$ cat src/adc_cfg_pkg.sv
/*
  Shared constants and types for the converter configuration bank:
  register offsets, reset values, field positions and carriers.
  Assumes a single 250 MHz clock domain for every user.
*/
package adc_cfg_pkg;
  localparam int ADDR_W = 13;
  localparam int DATA_W = 8;
  localparam int INSTR_BITS = 16;
  localparam int INSTR_RW_BIT = 15;

  localparam logic [ADDR_W-1:0] ADDR_CHAN_INDEX = 13'h005;
  localparam logic [ADDR_W-1:0] ADDR_POWER      = 13'h008;
  localparam logic [ADDR_W-1:0] ADDR_VREF       = 13'h018;
  localparam logic [3:0][ADDR_W-1:0] ADDR_PATTERN = {13'h01C, 13'h01B, 13'h01A, 13'h019};
  localparam logic [ADDR_W-1:0] ADDR_OVERRANGE  = 13'h02A;
  localparam logic [ADDR_W-1:0] ADDR_ASSIGN     = 13'h02E;
  localparam logic [ADDR_W-1:0] ADDR_SYNC       = 13'h03A;
  localparam logic [ADDR_W-1:0] ADDR_TRANSFER   = 13'h0FF;
  localparam logic [ADDR_W-1:0] ADDR_RATE       = 13'h100;
  localparam logic [ADDR_W-1:0] ADDR_PIN_TWO    = 13'h101;
  localparam logic [ADDR_W-1:0] ADDR_PIN_THREE  = 13'h102;

  localparam logic [1:0] RST_CHAN_INDEX = 2'h3;
  localparam logic [2:0] RST_VREF       = 3'h4;
  localparam logic [2:0] VREF_MAX_CODE  = 3'h4;
  localparam logic       RST_OVERRANGE  = 1'h1;
  localparam logic       RST_ASSIGN_A   = 1'h0;
  localparam logic       RST_ASSIGN_B   = 1'h1;
  localparam logic [7:0] RST_PIN_TWO    = 8'h80;

  localparam int PWR_PIN_FUNC_BIT = 5;
  localparam int SYNC_ENABLE_BIT  = 1;
  localparam int SYNC_NEXT_BIT    = 2;
  localparam int TRANSFER_BIT     = 0;
  localparam int RATE_EN_BIT      = 6;
  localparam int RES_LSB          = 3;
  localparam int OEB_EN_BIT       = 7;
  localparam int PULLDOWN_DIS_BIT = 0;
  localparam int CMG_PD_BIT       = 3;

  localparam logic [2:0] RATE_CODE_80  = 3'h3;
  localparam logic [2:0] RATE_CODE_105 = 3'h4;
  localparam logic [2:0] RATE_CODE_125 = 3'h5;
  localparam logic [2:0] RES_CODE_12   = 3'h4;
  localparam logic [2:0] RES_CODE_10   = 3'h6;

  typedef enum logic [1:0] {
    PM_NORMAL = 2'h0, PM_POWER_DOWN = 2'h1, PM_STANDBY = 2'h2, PM_DIGITAL_RESET = 2'h3
  } power_mode_t;

  typedef enum logic [2:0] {
    SPI_INSTR = 3'h1, SPI_WRITE = 3'h2, SPI_READ = 3'h4
  } spi_state_t;

  typedef struct packed {
    logic datapath_clk_en;
    logic datapath_reset;
    logic outputs_en;
    logic chip_power_down;
  } power_ctrl_t;

  typedef struct packed {
    logic       enable;
    logic [2:0] resolution;
    logic [2:0] rate;
  } rate_override_t;

  typedef struct packed {
    logic              wr;
    logic              rd;
    logic [ADDR_W-1:0] addr;
    logic [DATA_W-1:0] wdata;
  } reg_access_t;
endpackage

$ cat src/spi_serial_port.sv
/*
  Serial port slave: 16-bit instruction (read flag, length, 13-bit address)
  then data bytes, MSB first, address stepping down per byte.
  Assumes sclk and chip select are synchronous and slower than clock_in / 4.
*/
module spi_serial_port import adc_cfg_pkg::*; (
  input  wire logic              clock_in,
  input  wire logic              nrst_in,
  input  wire logic              sclk_in,
  input  wire logic              ncs_in,
  input  wire logic              sdio_in,
  input  wire logic [DATA_W-1:0] rdata_in,
  output reg_access_t            access_out,
  output logic                   sdio_out,
  output logic                   sdio_oe_out
);
  spi_state_t              state_reg;
  logic                    sclk_reg;
  logic [3:0]              cnt_reg;
  logic [INSTR_BITS-1:0]   shift_reg;
  logic [ADDR_W-1:0]       addr_reg;
  logic [DATA_W-1:0]       wdata_reg;
  logic [DATA_W-1:0]       tx_reg;
  logic                    wr_reg;
  logic                    rd_reg;
  logic                    rise;
  logic                    fall;
  logic                    drive_reg;

  assign rise = sclk_in & ~sclk_reg;
  assign fall = ~sclk_in & sclk_reg;

  always_ff @(posedge clock_in) begin
    if (!nrst_in) begin
      sclk_reg <= 1'b0;
    end else begin
      sclk_reg <= sclk_in;
    end
  end

  always_ff @(posedge clock_in) begin
    if (!nrst_in || ncs_in) begin
      state_reg <= SPI_INSTR;
      cnt_reg   <= 4'h0;
      shift_reg <= '0;
      wr_reg    <= 1'b0;
      rd_reg    <= 1'b0;
      wdata_reg <= '0;
      if (!nrst_in) begin
        addr_reg <= '0;
      end
    end else begin
      wr_reg <= 1'b0;
      rd_reg <= 1'b0;
      // Streaming writes step the address down once the byte is issued
      if (wr_reg) begin
        addr_reg <= addr_reg - 13'h001;
      end
      if (rise) begin
        shift_reg <= {shift_reg[INSTR_BITS-2:0], sdio_in};
        cnt_reg   <= cnt_reg + 4'h1;
        unique case (state_reg)
          SPI_INSTR: begin
            if (cnt_reg == 4'hF) begin
              addr_reg  <= {shift_reg[ADDR_W-2:0], sdio_in};
              cnt_reg   <= 4'h0;
              state_reg <= shift_reg[INSTR_RW_BIT-1] ? SPI_READ : SPI_WRITE;
              rd_reg    <= shift_reg[INSTR_RW_BIT-1];
            end
          end
          SPI_WRITE: begin
            if (cnt_reg == 4'h7) begin
              cnt_reg   <= 4'h0;
              wr_reg    <= 1'b1;
              wdata_reg <= {shift_reg[DATA_W-2:0], sdio_in};
            end
          end
          SPI_READ: begin
            if (cnt_reg == 4'h7) begin
              cnt_reg  <= 4'h0;
              addr_reg <= addr_reg - 13'h001;
              rd_reg   <= 1'b1;
            end
          end
        endcase
      end
    end
  end

  // Read data loaded one cycle after the request, ahead of the next falling edge
  always_ff @(posedge clock_in) begin
    if (!nrst_in) begin
      tx_reg   <= '0;
      sdio_out <= 1'b0;
    end else if (rd_reg) begin
      tx_reg <= rdata_in;
    end else if (fall && state_reg == SPI_READ) begin
      sdio_out <= tx_reg[DATA_W-1];
      tx_reg   <= {tx_reg[DATA_W-2:0], 1'b0};
    end
  end

  // Drive only after the first fall of the read, once the host has let go
  always_ff @(posedge clock_in) begin
    if (!nrst_in || ncs_in) begin
      drive_reg <= 1'b0;
    end else if (fall && state_reg == SPI_READ) begin
      drive_reg <= 1'b1;
    end
  end

  assign sdio_oe_out = drive_reg & ~ncs_in;
  assign access_out  = '{wr: wr_reg, rd: rd_reg, addr: addr_reg, wdata: wdata_reg};
endmodule // spi_serial_port

$ cat src/divider_sync_gate.sv
/*
  Clock divider sync gating with the one-shot option.
  Assumes sync_in is a one-cycle pulse synchronous to clock_in.
*/
module divider_sync_gate import adc_cfg_pkg::*; (
  input  wire logic              clock_in,
  input  wire logic              nrst_in,
  input  wire logic              sync_in,
  input  wire logic              write_in,
  input  wire logic [DATA_W-1:0] wdata_in,
  output logic                   sync_enable_out,
  output logic                   next_only_out,
  output logic                   divider_sync_out
);
  always_ff @(posedge clock_in) begin
    if (!nrst_in) begin
      sync_enable_out <= 1'b0;
      next_only_out   <= 1'b0;
    end else if (write_in) begin
      // A host write wins over the automatic clear
      sync_enable_out <= wdata_in[SYNC_ENABLE_BIT];
      next_only_out   <= wdata_in[SYNC_NEXT_BIT];
    end else if (sync_in && sync_enable_out && next_only_out) begin
      sync_enable_out <= 1'b0;
    end
  end

  always_ff @(posedge clock_in) begin
    if (!nrst_in) begin
      divider_sync_out <= 1'b0;
    end else begin
      divider_sync_out <= sync_in & sync_enable_out;
    end
  end
endmodule // divider_sync_gate

$ cat src/adc_config_regs.sv
/*
  Configuration register bank and power-mode control of a dual converter,
  reached over the serial port. Drives mode, reference span, patterns,
  overrange, output assignment, sync gating, rate override and pin controls.
  Assumes serial pins and sync_in are synchronous to clock_in.
*/
module adc_config_regs import adc_cfg_pkg::*; #(
  parameter logic [2:0] SPEED_GRADE_CODE = RATE_CODE_125
) (
  input  wire logic   clock_in,
  input  wire logic   nrst_in,
  input  wire logic   sclk_in,
  input  wire logic   ncs_in,
  input  wire logic   sdio_in,
  output logic        sdio_out,
  output logic        sdio_oe_out,
  input  wire logic   power_down_pin_in,
  input  wire logic   output_disable_pin_in,
  input  wire logic   sync_in,
  output power_ctrl_t power_ctrl_out,
  output logic [2:0]  vref_code_out,
  output logic [15:0] pattern_one_out,
  output logic [15:0] pattern_two_out,
  output logic        overrange_en_out,
  output logic        assign_a_out,
  output logic        assign_b_out,
  output logic        divider_sync_out,
  output rate_override_t rate_override_out,
  output logic        sdio_pulldown_en_out,
  output logic        common_mode_generator_pd_out
);
  generate
    if (SPEED_GRADE_CODE < RATE_CODE_80 || SPEED_GRADE_CODE > RATE_CODE_125) begin : g_bad
      $error("SPEED_GRADE_CODE outside the supported rate codes");
    end
  endgenerate

  function automatic logic hit(input reg_access_t a, input logic [ADDR_W-1:0] off);
    return a.wr && (a.addr == off);
  endfunction

  reg_access_t         acc;
  logic [DATA_W-1:0]   rdata;
  logic [1:0]          chan_index_reg;
  power_mode_t         pwr_mode_reg;
  logic                pin_func_reg;
  logic [7:0]          pattern_reg [4];
  logic                oeb_pin_en_reg;
  logic                pulldown_dis_reg;
  rate_override_t      rate_staged_reg;
  logic                sync_enable;
  logic                sync_next_only;
  logic                too_fast;
  power_mode_t         mode_eff;
  power_ctrl_t         ctrl_next;

  ////////////////////////////////////////////////////////////////////////////
  spi_serial_port u_port (
    .clock_in    (clock_in),
    .nrst_in     (nrst_in),
    .sclk_in     (sclk_in),
    .ncs_in      (ncs_in),
    .sdio_in     (sdio_in),
    .rdata_in    (rdata),
    .access_out  (acc),
    .sdio_out    (sdio_out),
    .sdio_oe_out (sdio_oe_out)
  );

  divider_sync_gate u_sync (
    .clock_in         (clock_in),
    .nrst_in          (nrst_in),
    .sync_in          (sync_in),
    .write_in         (hit(acc, ADDR_SYNC)),
    .wdata_in         (acc.wdata),
    .sync_enable_out  (sync_enable),
    .next_only_out    (sync_next_only),
    .divider_sync_out (divider_sync_out)
  );

  ////////////////////////////////////////////////////////////////////////////
  // Writable fields take effect the cycle after the write strobe
  always_ff @(posedge clock_in) begin
    if (!nrst_in) begin
      chan_index_reg <= RST_CHAN_INDEX;
    end else if (hit(acc, ADDR_CHAN_INDEX)) begin
      chan_index_reg <= acc.wdata[1:0];
    end
  end

  always_ff @(posedge clock_in) begin
    if (!nrst_in) begin
      pwr_mode_reg <= PM_NORMAL;
      pin_func_reg <= 1'b0;
    end else if (hit(acc, ADDR_POWER)) begin
      pwr_mode_reg <= power_mode_t'(acc.wdata[1:0]);
      pin_func_reg <= acc.wdata[PWR_PIN_FUNC_BIT];
    end
  end

  // Codes above the largest span are refused so the field stays legal
  always_ff @(posedge clock_in) begin
    if (!nrst_in) begin
      vref_code_out <= RST_VREF;
    end else if (hit(acc, ADDR_VREF) && acc.wdata[2:0] <= VREF_MAX_CODE) begin
      vref_code_out <= acc.wdata[2:0];
    end
  end

  generate
    for (genvar i = 0; i < 4; i++) begin : g_pattern
      always_ff @(posedge clock_in) begin
        if (!nrst_in) begin
          pattern_reg[i] <= '0;
        end else if (hit(acc, ADDR_PATTERN[i])) begin
          pattern_reg[i] <= acc.wdata;
        end
      end
    end
  endgenerate

  assign pattern_one_out = {pattern_reg[1], pattern_reg[0]};
  assign pattern_two_out = {pattern_reg[3], pattern_reg[2]};

  always_ff @(posedge clock_in) begin
    if (!nrst_in) begin
      overrange_en_out <= RST_OVERRANGE;
    end else if (hit(acc, ADDR_OVERRANGE)) begin
      overrange_en_out <= acc.wdata[0];
    end
  end

  // Assignment is per channel: a write lands in every selected channel
  always_ff @(posedge clock_in) begin
    if (!nrst_in) begin
      assign_a_out <= RST_ASSIGN_A;
      assign_b_out <= RST_ASSIGN_B;
    end else if (hit(acc, ADDR_ASSIGN)) begin
      if (chan_index_reg[0]) begin
        assign_a_out <= acc.wdata[0];
      end
      if (chan_index_reg[1]) begin
        assign_b_out <= acc.wdata[0];
      end
    end
  end

  always_ff @(posedge clock_in) begin
    if (!nrst_in) begin
      oeb_pin_en_reg   <= RST_PIN_TWO[OEB_EN_BIT];
      pulldown_dis_reg <= RST_PIN_TWO[PULLDOWN_DIS_BIT];
    end else if (hit(acc, ADDR_PIN_TWO)) begin
      oeb_pin_en_reg   <= acc.wdata[OEB_EN_BIT];
      pulldown_dis_reg <= acc.wdata[PULLDOWN_DIS_BIT];
    end
  end

  assign sdio_pulldown_en_out = ~pulldown_dis_reg;

  always_ff @(posedge clock_in) begin
    if (!nrst_in) begin
      common_mode_generator_pd_out <= 1'b0;
    end else if (hit(acc, ADDR_PIN_THREE)) begin
      common_mode_generator_pd_out <= acc.wdata[CMG_PD_BIT];
    end
  end

  ////////////////////////////////////////////////////////////////////////////
  // Rate override is staged; only the transfer strobe moves it live
  always_ff @(posedge clock_in) begin
    if (!nrst_in) begin
      rate_staged_reg <= '0;
    end else if (hit(acc, ADDR_RATE)) begin
      rate_staged_reg <= '{enable:     acc.wdata[RATE_EN_BIT],
                           resolution: acc.wdata[RES_LSB +: 3],
                           rate:       acc.wdata[2:0]};
    end
  end

  always_ff @(posedge clock_in) begin
    if (!nrst_in) begin
      rate_override_out <= '0;
    end else if (hit(acc, ADDR_TRANSFER) && acc.wdata[TRANSFER_BIT]) begin
      rate_override_out <= rate_staged_reg;
    end
  end

  // Asking for more than the grade shuts the chip rather than overclock it
  assign too_fast = rate_override_out.enable &&
                    (rate_override_out.rate > SPEED_GRADE_CODE);

  ////////////////////////////////////////////////////////////////////////////
  always_comb begin
    mode_eff = pwr_mode_reg;
    if (power_down_pin_in) begin
      mode_eff = pin_func_reg ? PM_POWER_DOWN : PM_STANDBY;
    end
    if (too_fast) begin
      mode_eff = PM_POWER_DOWN;
    end
  end

  always_comb begin
    ctrl_next = '0;
    unique case (mode_eff)
      PM_NORMAL: begin
        ctrl_next.datapath_clk_en = 1'b1;
        ctrl_next.outputs_en      = 1'b1;
      end
      PM_POWER_DOWN: begin
        ctrl_next.datapath_reset  = 1'b1;
        ctrl_next.chip_power_down = 1'b1;
      end
      PM_STANDBY: begin
        ctrl_next.datapath_reset  = 1'b0;
      end
      PM_DIGITAL_RESET: begin
        ctrl_next.datapath_reset  = 1'b1;
        ctrl_next.outputs_en      = 1'b1;
      end
    endcase
    // External output-disable pin only counts while enabled
    if (oeb_pin_en_reg && output_disable_pin_in) begin
      ctrl_next.outputs_en = 1'b0;
    end
  end

  always_ff @(posedge clock_in) begin
    if (!nrst_in) begin
      power_ctrl_out <= '{datapath_clk_en: 1'b1, datapath_reset: 1'b0,
                          outputs_en: 1'b1, chip_power_down: 1'b0};
    end else begin
      power_ctrl_out <= ctrl_next;
    end
  end

  ////////////////////////////////////////////////////////////////////////////
  always_comb begin
    rdata = '0;
    unique case (acc.addr)
      ADDR_CHAN_INDEX: rdata[1:0] = chan_index_reg;
      ADDR_POWER: begin
        rdata[1:0]             = pwr_mode_reg;
        rdata[PWR_PIN_FUNC_BIT] = pin_func_reg;
      end
      ADDR_VREF:       rdata[2:0] = vref_code_out;
      ADDR_PATTERN[0]: rdata = pattern_reg[0];
      ADDR_PATTERN[1]: rdata = pattern_reg[1];
      ADDR_PATTERN[2]: rdata = pattern_reg[2];
      ADDR_PATTERN[3]: rdata = pattern_reg[3];
      ADDR_OVERRANGE:  rdata[0] = overrange_en_out;
      ADDR_ASSIGN:     rdata[0] = chan_index_reg[0] ? assign_a_out : assign_b_out;
      ADDR_SYNC: begin
        rdata[SYNC_ENABLE_BIT] = sync_enable;
        rdata[SYNC_NEXT_BIT]   = sync_next_only;
      end
      ADDR_RATE: begin
        rdata[RATE_EN_BIT]    = rate_staged_reg.enable;
        rdata[RES_LSB +: 3]   = rate_staged_reg.resolution;
        rdata[2:0]            = rate_staged_reg.rate;
      end
      ADDR_PIN_TWO: begin
        rdata[OEB_EN_BIT]       = oeb_pin_en_reg;
        rdata[PULLDOWN_DIS_BIT] = pulldown_dis_reg;
      end
      ADDR_PIN_THREE:  rdata[CMG_PD_BIT] = common_mode_generator_pd_out;
      default:         rdata = '0;
    endcase
  end

  logic oe_gate;
  assign oe_gate = oeb_pin_en_reg && output_disable_pin_in;
endmodule // adc_config_regs

$ cat config.mk
export PLATFORM = sky130hd
export DESIGN_NAME = adc_config_regs
export DESIGN_NICKNAME = d
export VERILOG_FILES = /design/src/adc_cfg_pkg.sv /design/src/spi_serial_port.sv /design/src/divider_sync_gate.sv /design/src/adc_config_regs.sv
export SDC_FILE = /design/constraint.sdc
export NUM_CORES = 1
export LEC_CHECK = 0
export BUFFER_PORTS_ARGS = -buffer_cell sky130_fd_sc_hd__buf_4
export CAP_MARGIN = 30
export CORE_MARGIN = 4
export CORE_UTILIZATION = 30
export DETAILED_ROUTE_END_ITERATION = 16
export SYNTH_ARGS = -nofsm -noshare
export SYNTH_HDL_FRONTEND = slang
export SYNTH_HIERARCHICAL = 1
export SYNTH_SLANG_ARGS = --single-unit
$ cat constraint.sdc
create_clock -name clock_in -period 3.2 [get_ports clock_in]
set_clock_uncertainty 0.1 [all_clocks]
set_input_delay 0 -clock clock_in [delete_from_list [all_inputs] [get_ports clock_in]]
set_output_delay 0 -clock clock_in [all_outputs]
set_load 0.01 [all_outputs]
==> metrics.md <==
| Metric | Value |
|---|---|
| Yosys warnings | `6` |
| Number of CTS-inserted buffers | `17` |
| Clock Pin Slew Worst Setup and Hold Paths | `0.06 ns` |
| Unrepaired setup endpoints after global routing | `false` |
| Antenna cells | `0` |
| Total power | `4.040 mW` |
| Clock Tree Buf Depth | `2` |
| # DRC | `0` |
| Final TNS setup | `0 ns` |
| Period minus WS final | `2.569 ns` |
| Final hold vios | `0` |
| Core ar. | `21090 µm²` |
| Worst Hold Path EP | `u_sync/divider_sync_out` |
| Crit start category | `flop` |
| Avg Vias per Cell | `5.235` |
| Fmax | `0.3892 GHz` |
| TritonCTS sink count | `123` |
| Max reg flops | `32` |
| Via count | `5502` |
| H-tree depth | `4` |
| Total global-route track usage | `16.12%` |
| Die area | `23970 µm²` |
| IO Count | `62` |
| FF-to-FF path depth | `5` |
| Run status | `finished, final reports clean` |
| Worst min path class | `in -> reg` |
| Final nets | `775` |
| Leak Pwr | `2.793 nW` |
| Worst hold path depth | `3` |
| Max-Slew Margin vs Limit | `46.88%` |
| Post-Route WL | `19.04 mm` |
| First-pass GRT wire length | `30.22 mm` |
| Final HPWL DP | `13.41 mm` |
| Flop2flop setup slack | `0.63 ns` |
| Finished Layout Cells | `1051` |
| Hold_ws | `0.2918 ns` |
| Drt first pass iters | `5` |
| Max Cap Viol | `0` |
| Setup CP Type | `reg -> reg` |
| Mapped Area | `6466 µm²` |
| Drt wl/cell | `18.12 µm` |
| Fin. max-slew vios | `0` |
| Die Y | `154.8 µm` |
| Largest net degree at the start of global routing | `44` |
| Syn Area/Cell | `9.331 µm²` |
| Layout cell share with drive strength beyond 1 | `18.17%` |
| Dpl cell area | `7236 µm²` |
| Power Density | `508.8 nW/µm²` |
| Detailed Route Iter0 Violations | `582` |
| Row cnt | `53` |
| Final setup fails | `0` |
| Hold Startpoint | `sync_in` |
| Grt total ovfl | `0` |
| Critical-path maximum fanout | `9` |
| Syn-to-layout area delta | `22.79%` |
| Starting Density | `30.66%` |
| CP arrival | `2.76 ns` |
| Mapped Nets | `705` |
| Reg2reg end | `pattern_reg[0][3]` |
| Slew of the pin with the lowest slew margin | `0.7908 ns` |
| Gate Count Post-Synth | `693` |
| Max IR drop VDD | `0.2423 mV` |
| Tcrit/Tclk final | `80.29%` |
| Reg2reg start | `u_port/addr_reg[9]` |
| Placed Instances | `1010` |
| Die X | `154.8 µm` |
| Initial antenna violation count | `0` |
| Critical Path Sink Type | `flop` |
| ANT nets after route | `0` |
| CTS root buffer | `clkbuf_16` |
| Required time of the critical path | `3.39 ns` |
| Final Wtd Congestion | `0.9228` |
| Finished Cell Area | `7940 µm²` |
| Vias in the first global route | `5394` |
| Clock insertion delay at the later pin of the skew report | `0.43 ns` |
| Cts repair resizes | `0` |
| Port buffer count | `61` |
| TritonCTS clock tree | `built` |
## stage by stage
| stage | worst slack, ns | utilization [%] |
|---|---|---|
| detailed placement | 0.6901 | 34.31 |
| CTS | 0.6601 | 37.65 |
| global placement | 0.7325 | 34.31 |
| floorplan | 0.7529 | - |
| global route | 0.4987 | 37.65 |
| finish | 0.6307 | 37.65 |
## layer usage
layer / track usage, % / wire length [µm] / up-vias
li1: - / - / 2658
met1: 21.67 / 8531 / 2599
met2: 24.27 / 8684 / 203
met3: 3.861 / 1229 / 42
met5: 0 / 0 / -
met4: 7.906 / 595 / 0
## area by class of cell
type / count / area (µm²)
Fill cell: 2117 / 13150
Multi-Input combinational cell: 516 / 3314
Sequential cell: 123 / 2913
Timing Repair Buffer: 90 / 698.2
Clock buffer: 22 / 506.7
Tap cell: 275 / 344.1
Clock inverter: 10 / 107.6
Inverter: 15 / 56.30
## worst max-delay path by stage
stage                             startpoint           endpoint  slack, ns  cells past startpoint
after global routing      u_port/addr_reg[9]  pattern_reg[0][6]       0.50                      5
final                     u_port/addr_reg[9]  pattern_reg[0][3]       0.63                      5
after global placement    u_port/addr_reg[9]  pattern_reg[0][1]       0.73                      5
after CTS                 u_port/addr_reg[9]  pattern_reg[0][6]       0.66                      5
after detailed placement  u_port/addr_reg[9]  pattern_reg[0][6]       0.69                      5
after floorplan           u_port/addr_reg[4]  pattern_reg[2][0]       0.75                      5
## placed cells by master (no fill, tap or decap), types with 5 or more instances in the layout
cell type and n:
nand2_1 100, buf_4 81, dfxtp_1 78, edfxtp_1 45, and2_1 44, o21ai_0 43, a21oi_1 40, nor2_1 39
mux2i_1 37, nand3_1 27, clkbuf_16 19, inv_1 15, nor2b_1 13, nor3_1 11, xnor2_1 11, dlygate4sd3_1 9
a22oi_1 8, nand3b_1 8, nand4_1 8, xor2_1 8, nor4_4 7, nor4_1 7, nand2b_1 7, a31oi_1 6
o2bb2ai_1 5, o211ai_1 5, clkinv_2 5
## report_power, final
group          switching, mW  internal [mW]  total, mW  leakage [nW]
Combinational          0.202          0.135      0.336          1.41
Sequential            0.0487           1.66       1.71          1.08
Clock                  0.720           1.28       2.00         0.307
## critical path: stages (launching register included)
cell and delay [ns]:
edfxtp_1 0.52, nor4_4 0.60, nand3_1 0.25, buf_4 0.24
nor3_2 0.50, and2_1 0.21
## what timing repair did
| action | CTS | global route |
|---|---|---|
| hold endpoints to repair | 14 | 0 |
| buffers inserted | 0 | 0 |
| hold buffers | 9 | 0 |
No activity file was read; power rests on OpenSTA's default activity.
